[src/shared/sacc_pkg.sv]
/*
 * Shared constants and carriers for the subtractive accumulator adder.
 * Assumes a single 125 MHz clock domain and a sequence controller that drives
 * the strobe group synchronously to that clock.
 */
`default_nettype none

package sacc_pkg;

    // Datapath geometry
    localparam int          SACC_HALF_W     = 36;
    localparam int          SACC_ACC_W      = 2 * SACC_HALF_W;
    localparam int          SACC_SIGN_POS   = SACC_HALF_W - 1;

    // Register port geometry and offsets
    localparam int          SACC_ADDR_W     = 4;
    localparam int          SACC_DATA_W     = 36;
    localparam logic [3:0]  SACC_OFS_OPND   = 4'h0;
    localparam logic [3:0]  SACC_OFS_ACC_LO = 4'h4;
    localparam logic [3:0]  SACC_OFS_ACC_HI = 4'h8;
    localparam logic [3:0]  SACC_OFS_STATUS = 4'hC;

    // Status field positions
    localparam int          SACC_ST_READY   = 0;
    localparam int          SACC_ST_ARMED   = 1;
    localparam int          SACC_ST_UPPER   = 2;

    // Reset values
    localparam logic [35:0] SACC_OPND_RST   = 36'h0_0000_0000;
    localparam logic [71:0] SACC_ACC_RST    = 72'h00_0000_0000_0000_0000;

    // Strobes and clock pulses issued by the sequence controller
    typedef struct packed {
        logic operand_transfer;     // Toggle lower stages under operand zeros
        logic upper_toggle;         // Toggle every upper stage
        logic clock_pulse;          // Controlled clock pulse, raises the probes
        logic decrement;            // Inject a borrow into stage 0
        logic operand_complement;   // Invert the operand register
    } sacc_strobe_t;

    // Sequencing states of the accumulator
    typedef enum logic [1:0] {
        SACC_IDLE,
        SACC_ARMED,
        SACC_RESOLVE
    } sacc_state_t;

endpackage : sacc_pkg

`default_nettype wire

[src/hdl/sacc_toggle.sv]
/*
 * One accumulator half: the bitwise toggle under a mask and the borrow gates.
 * Assumes the caller chooses the mask: operand zeros for the lower half, all
 * ones or all zeros for the upper half.
 */
`timescale 1ns/1ps
`default_nettype none

module sacc_toggle
    import sacc_pkg::*;
#(
    parameter int W = SACC_HALF_W
)
(
    input  wire logic [W-1:0] stage_in,
    input  wire logic [W-1:0] zero_mask_in,
    output logic      [W-1:0] toggled_out,
    output logic      [W-1:0] borrow_gate_out
);

    // Per-stage toggle and borrow gate
    for (genvar i = 0; i < W; i++)
    begin : g_stage
        assign toggled_out[i]     = stage_in[i] ^ zero_mask_in[i];
        assign borrow_gate_out[i] = stage_in[i] & zero_mask_in[i];
    end

endmodule : sacc_toggle

`default_nettype wire

[src/hdl/sacc_wave.sv]
/*
 * One wave of borrow propagation across the whole circular accumulator.
 * Assumes pending_in marks stages that receive a borrow in this wave.
 */
`timescale 1ns/1ps
`default_nettype none

module sacc_wave
    import sacc_pkg::*;
#(
    parameter int W = SACC_ACC_W
)
(
    input  wire logic [W-1:0] acc_in,
    input  wire logic [W-1:0] pending_in,
    output logic      [W-1:0] acc_out,
    output logic      [W-1:0] pending_out
);

    // Rapid borrow leaves a stage that held zero; the top stage wraps to stage 0
    for (genvar i = 0; i < W; i++)
    begin : g_stage
        localparam int NXT = (i + 1) % W;
        assign acc_out[i]       = acc_in[i] ^ pending_in[i];
        assign pending_out[NXT] = pending_in[i] & ~acc_in[i];
    end

endmodule : sacc_wave

`default_nettype wire

[src/hdl/sacc_top.sv]
/*
 * Subtractive one's-complement accumulator adder with a 36-bit operand.
 * Assumes the sequence controller issues strobes one cycle long, synchronous
 * to clk_in, and waits for ready_out before each new strobe.
 */
//
// Notes on behaviour
// - The accumulator is 72 stages in two 36-stage halves; only the lower half sees the operand.
// - The transfer strobe toggles each lower stage whose operand bit is zero, the rest stay.
// - Transfer plus borrows leaves the one's-complement sum of accumulator and operand.
// - Ordinary addition sign-extends the operand from bit 35 up to bit 71.
// - With operand bit 35 at zero the upper strobe comes too and toggles all upper stages.
// - Lower borrow gates open on stage one and operand zero; upper gates open on stage one only while armed.
// - Every stage opens its rapid-borrow gate while it holds zero.
// - The first clock pulse after the transfer raises the lower probe, and the upper if armed.
// - A probe samples every borrow gate of its half; open gates borrow into the next stage.
// - An incoming borrow samples the rapid gate, toggles the stage, and passes on from a zero.
// - A rapid borrow acts exactly like a borrow in the next stage, so it can keep going.
// - Both halves generate borrows together and a borrow out of stage 71 enters stage 0.
// - Split addition treats the operand as unsigned, so the upper strobe always comes.
// - Controlled complement inverts the operand, transfers it, and has no probes.
// - Subtraction inverts the operand first and then runs as the matching addition.
// - The decrement command injects a borrow into stage 0 that behaves like any other.
`timescale 1ns/1ps
`default_nettype none

module sacc_top
    import sacc_pkg::*;
#(
    parameter int HALF_W = SACC_HALF_W
)
(
    input  wire logic                     clk_in,
    input  wire logic                     arst_n_in,
    // Sequence controller side
    input  wire sacc_strobe_t             strobe_in,
    output logic                          ready_out,
    output logic                          armed_out,
    output logic [2*HALF_W-1:0]           acc_out,
    output logic [HALF_W-1:0]             operand_out,
    // Register port
    input  wire logic [SACC_ADDR_W-1:0]   reg_addr_in,
    input  wire logic [SACC_DATA_W-1:0]   reg_wr_data_in,
    input  wire logic                     reg_wr_in,
    input  wire logic                     reg_rd_in,
    output logic      [SACC_DATA_W-1:0]   reg_rd_data_out
);

    localparam int ACC_W = 2 * HALF_W;

    // Refuse geometries the register port cannot carry
    if (HALF_W < 2 || HALF_W > SACC_DATA_W)
    begin : g_bad_width
        $error("sacc_top: HALF_W must lie between 2 and the register data width");
    end

    // Refuse status fields that fall outside the data word
    if (SACC_ST_UPPER >= SACC_DATA_W || SACC_ST_ARMED >= SACC_DATA_W)
    begin : g_bad_status
        $error("sacc_top: status fields must lie inside the register data word");
    end

    // Refuse an accumulator wider than its reset constant
    if (ACC_W > $bits(SACC_ACC_RST))
    begin : g_bad_reset
        $error("sacc_top: accumulator is wider than its reset value");
    end

    // State
    sacc_state_t           state_reg;
    sacc_state_t           state_next;
    logic [HALF_W-1:0]     operand_reg;
    logic [HALF_W-1:0]     operand_next;
    logic [ACC_W-1:0]      acc_reg;
    logic [ACC_W-1:0]      acc_next;
    logic [ACC_W-1:0]      pending_reg;
    logic [ACC_W-1:0]      pending_next;
    logic                  upper_armed_reg;
    logic                  upper_armed_next;
    logic [SACC_DATA_W-1:0] rd_data_reg;
    logic [SACC_DATA_W-1:0] rd_data_next;

    // Accumulator halves
    wire  [HALF_W-1:0]     lower_word = acc_reg[HALF_W-1:0];
    wire  [HALF_W-1:0]     upper_word = acc_reg[ACC_W-1:HALF_W];

    // Strobe qualification: nothing is taken while borrows are in flight
    wire                   accepting  = (state_reg != SACC_RESOLVE);
    wire                   do_xfer    = accepting & strobe_in.operand_transfer;
    wire                   do_upper   = do_xfer & strobe_in.upper_toggle;
    wire                   do_probe   = (state_reg == SACC_ARMED) & strobe_in.clock_pulse
                                        & ~strobe_in.operand_transfer;
    wire                   do_decr    = accepting & strobe_in.decrement
                                        & ~strobe_in.operand_transfer & ~do_probe;
    wire                   do_cmpl    = accepting & strobe_in.operand_complement
                                        & ~strobe_in.operand_transfer;

    // Register port decode
    wire                   wr_opnd    = reg_wr_in & (reg_addr_in == SACC_OFS_OPND);
    wire                   wr_acc_lo  = reg_wr_in & (reg_addr_in == SACC_OFS_ACC_LO);
    wire                   wr_acc_hi  = reg_wr_in & (reg_addr_in == SACC_OFS_ACC_HI);
    wire                   sw_opnd_ok = wr_opnd & accepting & ~do_cmpl & ~do_xfer;
    wire                   sw_acc_ok  = accepting & ~do_xfer & ~do_probe & ~do_decr;

    // Toggle masks: operand zeros below, the upper strobe or the armed flag above
    wire  [HALF_W-1:0]     lower_mask = ~operand_reg;
    wire                   upper_sel  = do_xfer ? strobe_in.upper_toggle : upper_armed_reg;
    wire  [HALF_W-1:0]     upper_mask = {HALF_W{upper_sel}};

    wire  [HALF_W-1:0]     lower_toggled;
    wire  [HALF_W-1:0]     lower_gate;
    wire  [HALF_W-1:0]     upper_toggled;
    wire  [HALF_W-1:0]     upper_gate;

    // Lower half: toggle under operand zeros, gates on stage one with operand zero
    sacc_toggle #(
        .W               (HALF_W)
    ) u_lower (
        .stage_in        (lower_word),
        .zero_mask_in    (lower_mask),
        .toggled_out     (lower_toggled),
        .borrow_gate_out (lower_gate)
    );

    // Upper half: whole-word toggle, gates on stage one when armed
    sacc_toggle #(
        .W               (HALF_W)
    ) u_upper (
        .stage_in        (upper_word),
        .zero_mask_in    (upper_mask),
        .toggled_out     (upper_toggled),
        .borrow_gate_out (upper_gate)
    );

    // Probe: both halves sample their gates at once, borrows move one stage up
    wire  [ACC_W-1:0]      gates      = {upper_gate, lower_gate};
    wire  [ACC_W-1:0]      probe_brw  = {gates[ACC_W-2:0], gates[ACC_W-1]};

    // Decrement borrow enters stage 0 as an ordinary borrow
    wire  [ACC_W-1:0]      decr_brw   = {{(ACC_W-1){1'b0}}, 1'b1};

    wire  [ACC_W-1:0]      wave_acc;
    wire  [ACC_W-1:0]      wave_pending;

    // One borrow wave per cycle: toggle receivers, rapid borrows from former zeros
    sacc_wave #(
        .W           (ACC_W)
    ) u_wave (
        .acc_in      (acc_reg),
        .pending_in  (pending_reg),
        .acc_out     (wave_acc),
        .pending_out (wave_pending)
    );

    wire                   settled    = (wave_pending == '0);

    // Next operand: software load, or inversion before a transfer
    always_comb
    begin
        operand_next = operand_reg;
        if (do_cmpl)
        begin
            operand_next = ~operand_reg;
        end
        else if (sw_opnd_ok)
        begin
            operand_next = reg_wr_data_in[HALF_W-1:0];
        end
    end

    // Next accumulator, borrow vector, armed flag and state
    always_comb
    begin
        acc_next         = acc_reg;
        pending_next     = pending_reg;
        upper_armed_next = upper_armed_reg;
        state_next       = state_reg;
        case (state_reg)
            SACC_IDLE, SACC_ARMED:
            begin
                if (do_xfer)
                begin
                    // Lower toggle always; upper toggle only with its strobe
                    acc_next[HALF_W-1:0]     = lower_toggled;
                    acc_next[ACC_W-1:HALF_W] = do_upper ? upper_toggled
                                                        : upper_word;
                    upper_armed_next         = do_upper;
                    state_next               = SACC_ARMED;
                end
                else if (do_probe)
                begin
                    pending_next     = probe_brw;
                    upper_armed_next = 1'b0;
                    state_next       = SACC_RESOLVE;
                end
                else if (do_decr)
                begin
                    // A decrement in the armed state drops the pending probe
                    pending_next     = decr_brw;
                    upper_armed_next = 1'b0;
                    state_next       = SACC_RESOLVE;
                end
                else
                begin
                    if (sw_acc_ok && wr_acc_lo)
                    begin
                        acc_next[HALF_W-1:0] = reg_wr_data_in[HALF_W-1:0];
                    end
                    if (sw_acc_ok && wr_acc_hi)
                    begin
                        acc_next[ACC_W-1:HALF_W] = reg_wr_data_in[HALF_W-1:0];
                    end
                end
            end
            SACC_RESOLVE:
            begin
                // Each borrow samples the rapid gate, then toggles its stage
                acc_next     = wave_acc;
                pending_next = wave_pending;
                if (settled)
                begin
                    state_next = SACC_IDLE;
                end
            end
            default:
            begin
                state_next = SACC_IDLE;
            end
        endcase
    end

    // Status word
    wire  [SACC_DATA_W-1:0] status_word =
        (SACC_DATA_W'(accepting)                         << SACC_ST_READY)
      | (SACC_DATA_W'(state_reg == SACC_ARMED)           << SACC_ST_ARMED)
      | (SACC_DATA_W'(upper_armed_reg)                   << SACC_ST_UPPER);

    // Read selection; unmapped addresses read as zero
    logic [SACC_DATA_W-1:0] rd_sel;
    always_comb
    begin
        if (reg_addr_in == SACC_OFS_OPND)
        begin
            rd_sel = SACC_DATA_W'(operand_reg);
        end
        else if (reg_addr_in == SACC_OFS_ACC_LO)
        begin
            rd_sel = SACC_DATA_W'(lower_word);
        end
        else if (reg_addr_in == SACC_OFS_ACC_HI)
        begin
            rd_sel = SACC_DATA_W'(upper_word);
        end
        else if (reg_addr_in == SACC_OFS_STATUS)
        begin
            rd_sel = status_word;
        end
        else
        begin
            rd_sel = '0;
        end
    end

    // Read data stand only in the cycle after the read strobe
    assign rd_data_next = reg_rd_in ? rd_sel : '0;

    // State registers
    always_ff @(posedge clk_in or negedge arst_n_in)
    begin
        if (!arst_n_in)
        begin
            state_reg       <= SACC_IDLE;
            operand_reg     <= SACC_OPND_RST[HALF_W-1:0];
            acc_reg         <= SACC_ACC_RST[ACC_W-1:0];
            pending_reg     <= '0;
            upper_armed_reg <= 1'b0;
        end
        else
        begin
            state_reg       <= state_next;
            operand_reg     <= operand_next;
            acc_reg         <= acc_next;
            pending_reg     <= pending_next;
            upper_armed_reg <= upper_armed_next;
        end
    end

    // Read data register
    always_ff @(posedge clk_in or negedge arst_n_in)
    begin
        if (!arst_n_in)
        begin
            rd_data_reg <= '0;
        end
        else
        begin
            rd_data_reg <= rd_data_next;
        end
    end

    // Outputs
    assign ready_out       = accepting;
    assign armed_out       = (state_reg == SACC_ARMED);
    assign acc_out         = acc_reg;
    assign operand_out     = operand_reg;
    assign reg_rd_data_out = rd_data_reg;

endmodule : sacc_top

`default_nettype wire

[config.mk]
export PLATFORM = sky130hd
export DESIGN_NAME = sacc_top
export DESIGN_NICKNAME = d
export VERILOG_FILES = /design/src/shared/sacc_pkg.sv /design/src/hdl/sacc_toggle.sv /design/src/hdl/sacc_wave.sv /design/src/hdl/sacc_top.sv
export SDC_FILE = /design/constraint.sdc
export NUM_CORES = 1
export LEC_CHECK = 0
export BUFFER_PORTS_ARGS = -buffer_cell sky130_fd_sc_hd__buf_2
export CAP_MARGIN = 10
export CORE_MARGIN = 2
export CORE_UTILIZATION = 58
export CTS_CLUSTER_SIZE = 28
export DETAILED_ROUTE_END_ITERATION = 10
export PLACE_DENSITY = 0.8
export SYNTH_ARGS = -nofsm -noshare
export SYNTH_HDL_FRONTEND = slang
export SYNTH_SLANG_ARGS = --single-unit
[constraint.sdc]
create_clock -name clk_in -period 3.5 [get_ports clk_in]
set_input_delay 0.35 -clock clk_in [delete_from_list [all_inputs] [get_ports clk_in]]
set_output_delay 0.35 -clock clk_in [all_outputs]
set_load 0.01 [all_outputs]
# After elaboration in Yosys (flattened, before gate mapping)
# Index checks and enable logic that the tools add are counted.
# classes
mux	27
bitwise	386
reduce_logical	14
eq_ne	15
# op_table
cell	n
2-to-1 mux 72 bit	6
2-to-1 mux 36 bit	9
one-hot mux 72 bit (2 select lines)	2
bitwise AND 1 bit	162
bitwise XOR 1 bit	144
inverter 1 bit	77
zero test 72 bit	1
inverter 36 bit	1
!= test 3 bit (second input constant)	6
== test 4 bit (second input constant)	2
2-to-1 mux 2 bit	4
!= test 2 bit (second input constant)	3
AND reduction 5 bit	1
== test 4 x 3 -> 1 bit (second input constant)	1
zero test 4 bit	1
2-to-1 mux 1 bit	4
!= test 4 bit (second input constant)	1
one-hot mux 2 bit (2 select lines)	1
AND reduction 2 bit	2
AND reduction 4 bit	1
nonzero test 2 bit	2
2-to-1 mux 3 bit	1
bitwise OR 2 x 3 -> 3 bit	1
AND reduction 3 bit	1
7 further kinds	8
# totals
elab_cells	449
out_inout_bits	146
regBits	219
in_bits	49

# Longest topological paths before layout
# logic_depth
ltp_word	13
ltp_mapped	9

# Cells and area by module
# Synthesis repeated with hierarchy kept, for this count alone.
# hier_totals
hier_cells	1455
area_unflattened_um2	13782.0
# by_module_without_submodules
module	n_inst	area_per_inst_um2	cells_each	seq_area_each_um2
sacc_top	1	11439.7	1167	5480.3
sacc_wave	1	1441.4	216	0.0
sacc_toggle	2	450.4	36	0.0

# Least setup slack after synthesis
# Ideal clock, no wire load.
# synth_path
path_kind	input-to-reg
from	in strobe_in[4] (netlist name)
to	reg acc_reg[71], in the netlist acc_out[71]
slack_ps	734
n_path_buf	3
arrival_ps	2641
stages	9
required_ps	3375
path_cell_list	buf_2 > clkbuf_1 > buf_1 > nand2_1 > mux2_2 > ha_1 > a211oi_1 > a21oi_1 > mux2_2
# synth_via
elab_chain_cells	9
word_cells_on_any_way	23
classes_between	eq/ne: 4; mux: 4; bitwise: 13; reduce/logical: 2
# synth_rtl
item	line	rtl
start: declaration	sacc_top.sv:36	input wire sacc_strobe_t strobe_in,
inverter 1 bit	sacc_top.sv:92, sacc_top.sv:94	
bitwise AND 1 bit	sacc_top.sv:92	& ~strobe_in.operand_transfer;
inverter 1 bit	sacc_top.sv:94, sacc_top.sv:103	
bitwise AND 1 bit	sacc_top.sv:94	& ~strobe_in.operand_transfer & ~do_probe;
inverter 1 bit	sacc_top.sv:103	wire sw_acc_ok = accepting & ~do_xfer & ~do_probe & ~do_decr;
bitwise AND 1 bit	sacc_top.sv:103	
logical AND 1 bit	sacc_top.sv:209	if (sw_acc_ok && wr_acc_hi)
!= test 3 bit (no line)	-	
AND reduction 5 bit (no line)	-	
end signal: assignment	sacc_top.sv:274	acc_reg <= SACC_ACC_RST[ACC_W-1:0];
end signal: assignment	sacc_top.sv:282	acc_reg <= acc_next;
end: declaration	sacc_top.sv:74	logic [ACC_W-1:0] acc_reg;
# Parallel ways exist; a longest one is shown, timed or not. The select of a mux whose other input is x is not followed.
# A chain may end at the register's enable or synchronous reset.

# Final worst setup path
# layout_path
from	reg state_reg[1]
to	reg acc_reg[58], in the netlist acc_out[58]
# layout_via
elab_chain_cells	10
word_cells_on_any_way	30
classes_between	eq/ne: 7; mux: 4; bitwise: 14; reduce/logical: 5
# layout_rtl
item	line	rtl
start: declaration	sacc_top.sv:70	sacc_state_t state_reg;
start signal: assignment	sacc_top.sv:280	state_reg <= state_next;
== test 2 x 1 -> 1 bit	sacc_top.sv:91, sacc_top.sv:178	
bitwise AND 1 bit	sacc_top.sv:91	wire do_probe = (state_reg == SACC_ARMED) & strobe_in.clock_pulse
bitwise AND 1 bit	sacc_top.sv:92	
inverter 1 bit	sacc_top.sv:94, sacc_top.sv:103	
bitwise AND 1 bit	sacc_top.sv:94	
inverter 1 bit	sacc_top.sv:103	
bitwise AND 1 bit	sacc_top.sv:103	
logical AND 1 bit	sacc_top.sv:209	
!= test 3 bit (no line)	-	
AND reduction 5 bit (no line)	-	
# Parallel ways exist; a longest one is shown, timed or not. The select of a mux whose other input is x is not followed.

==> results_dict.tcl <==
set metrics [dict create \
    core_mm2 0.02257 \
    synth_area_per_cell_um2 9.627 \
    antenna_found_initial 0 \
    hold_class "in -> reg" \
    clk_latency_ns 0.53 \
    rsz0062_at_grt "false" \
    nets 1715 \
    cts_max_level 1 \
    grt_pass1_vias 11421 \
    period_share_pct 86.79 \
    cp.arrival_ns 3.44 \
    slew_headroom_pct 32.95 \
    report.final.slew_viol_count 0 \
    routed_wirelength_mm 39.08 \
    p_leak_nw 7.711 \
    synth_seq_cells 219 \
    cp_max_fo 36 \
    cts_tree "built" \
    fin_tns_setup_ns 0 \
    first_iter_violations 1028 \
    tightest_slew_ns 1.006 \
    drt-pass1-iter-count 5 \
    period_needed_ns 3.038 \
    ys_seq_area_share_pct 41.28 \
    initial_core_util_pct 58.81 \
    hold_viol 0 \
    cts_resized 0 \
    finalSetupViolCount 0 \
    place_ws_ns 0.5241 \
    synth-edff-count 0 \
    worst-setup-path-type "reg -> reg" \
    cts_made_buffers 24 \
    final_layout_size_suffix_gt1_share_pct 22.66 \
    cts-root-buf "clkbuf_16" \
    port_buffers 194 \
    endpoint_kind "flip-flop" \
    die_w_um 155.3 \
    syn2layout_area_growth_pct 15.03 \
    antennaDiodeCount 0 \
    wl_per_cell_um 21.41 \
    finalClockSkew_ns 0.008839 \
    drc 0 \
    synthFlopType "dfrtp_1" \
    viasPerCell 6.408 \
    async_reset_ff_share_pct 100.0 \
    vias 11694 \
    fin_ws_ns 0.4624 \
    grt_pass1_wl_mm 61.19 \
    status "complete, no violations" \
    clockBufferDepth 3 \
    max_freq_mhz 329.2 \
    synthCells 1379 \
    synth_cell_types 47 \
    grtUsageTotal_pct 31.74 \
    ant_nets 0 \
    maxCapViolCount 0 \
    path_clk_slew_ns 0.06 \
    clock_sinks 219 \
    synth_warnings 0 \
    dieArea_mm2 0.02412 \
    whs_ns 0.1031 \
    overflow 0 \
    syn-num-nets 1572 \
    ios 195 \
    critPathRequiredTime_ns 3.90 \
    startpoint_type "flip-flop" \
    syn_area_mm2 0.01328 \
    p_per_area_mw_per_mm2 891.1 \
    ir_worst_vdd_mv 0.5860 \
    std_cell_rows 55 \
    dpl.hpwl_mm 25.81 \
    grt_max_degree 217 \
    dieHeight_um 155.3 \
    place_congestion 0.8980 \
]
==> layout make-up <==
class / count / area [um2]
timing repair buffer: 223 / 1241
clock inverter: 2 / 10.01
multi-input combinational: 930 / 6928
clock buffer: 42 / 789.5
inverter: 124 / 465.4
fill: 1781 / 7301
tap: 285 / 356.6
sequential: 219 / 5480
==> cells in the mapped netlist (2+ instances only) <==
| library cell | count | share of area [%] |
|---|---|---|
| a211oi_1 | 105 | 5.9 |
| a21oi_1 | 175 | 6.6 |
| a22oi_1 | 2 | 0.11 |
| a31oi_1 | 13 | 0.61 |
| a32oi_1 | 71 | 4.7 |
| buf_1 | 16 | 0.45 |
| buf_2 | 17 | 0.64 |
| buf_4 | 3 | 0.17 |
| buf_6 | 2 | 0.17 |
| clkbuf_1 | 68 | 1.9 |
| dfrtp_1 | 219 | 41 |
| ha_1 | 144 | 14 |
| inv_1 | 123 | 3.5 |
| mux2_2 | 73 | 6.2 |
| nand2_1 | 171 | 4.8 |
| nand2b_1 | 3 | 0.14 |
| nand4_1 | 4 | 0.19 |
| nor2_1 | 28 | 0.79 |
| nor2b_1 | 43 | 2.0 |
| nor3_1 | 3 | 0.11 |
| nor3b_1 | 2 | 0.11 |
| nor4_1 | 19 | 0.90 |
| o21ai_0 | 18 | 0.68 |
| o221a_1 | 19 | 1.6 |
| o221a_2 | 3 | 0.25 |
| o31ai_1 | 14 | 0.79 |
==> repair_timing <==
action,4_1_cts,5_1_grt
hold endpoints to repair,101,0
hold buffers,1,0
setup buffers,0,0
==> path summary, 6_finish.rpt <==
path,to,slack [ns],cells after the start,startpoint
setup / recovery,acc_out[58],0.46,8,state_reg[1]
hold / removal,reg_rd_data_out[1],0.10,2,reg_rd_in
setup reg to reg,acc_out[58],0.46,8,state_reg[1]
hold reg to reg,operand_out[18],0.50,1,operand_out[18]
max in group asynchronous,acc_out[66],2.08,3,arst_n_in
min in group asynchronous,pending_reg[28],0.48,2,arst_n_in
==> kinds of logic (layout without fill, tap and decap cells) <==
kind of cell | Yosys count | in the layout | synth area share (%)
compound gates | 428 | 428 | 21.89
simple gates | 282 | 282 | 9.868
buf+inv | 230 | 391 | 6.861
flops | 219 | 219 | 41.28
fa+ha+maj | 144 | 144 | 13.57
mux | 76 | 76 | 6.522
==> cell usage in the layout, fill, tap and decap left out, drive strengths merged, types with 13 or more instances in the layout <==
cell type	synthesis	final
buf	38	222
dfrtp	219	219
a21oi	175	175
nand2	172	172
ha	144	144
inv	123	123
a211oi	105	105
mux2	74	74
a32oi	71	71
nor2b	43	43
clkbuf	68	42
nor2	28	28
o221a	22	22
nor4	20	20
o21ai	18	18
o31ai	15	15
a31oi	13	13
==> through the flow <==
stage | instance area (um2) | std cells | power (mW) | util, %
CTS | 15270 | 1825 | 13.56 | 67.66
finish | 15270 | 1825 | 13.61 | 67.66
global route | 15270 | 1825 | 14.59 | 67.66
global placement | 14460 | 1780 | 10.60 | 64.07
floorplan | 13280 | 1379 | 8.718 | -
detailed placement | 14460 | 1780 | 10.93 | 64.07
==> critical path: stages, from the launching register on <==
cell      delay (ns)
dfrtp_1         0.65
nor2b_4         0.32
inv_2           0.06
nand2_1         0.08
mux2_2          0.81
ha_1            0.38
a211oi_1        0.24
a21oi_1         0.07
mux2_2          0.29
==> power by group <==
| group | internal [mW] | switching, mW |
|---|---|---|
| logic | 2.85 | 3.54 |
| clock network | 1.52 | 1.07 |
| registers | 3.52 | 1.11 |
==> routing by layer <==
metal,GRT usage [%],vias to the layer above,routed length (um)
met4,11.14,0,1130
met2,52.55,544,18590
li1,-,5322,-
met3,4.958,88,3303
met1,42.73,5740,16060
met5,0,-,0
(Power assumes the default switching activity.)
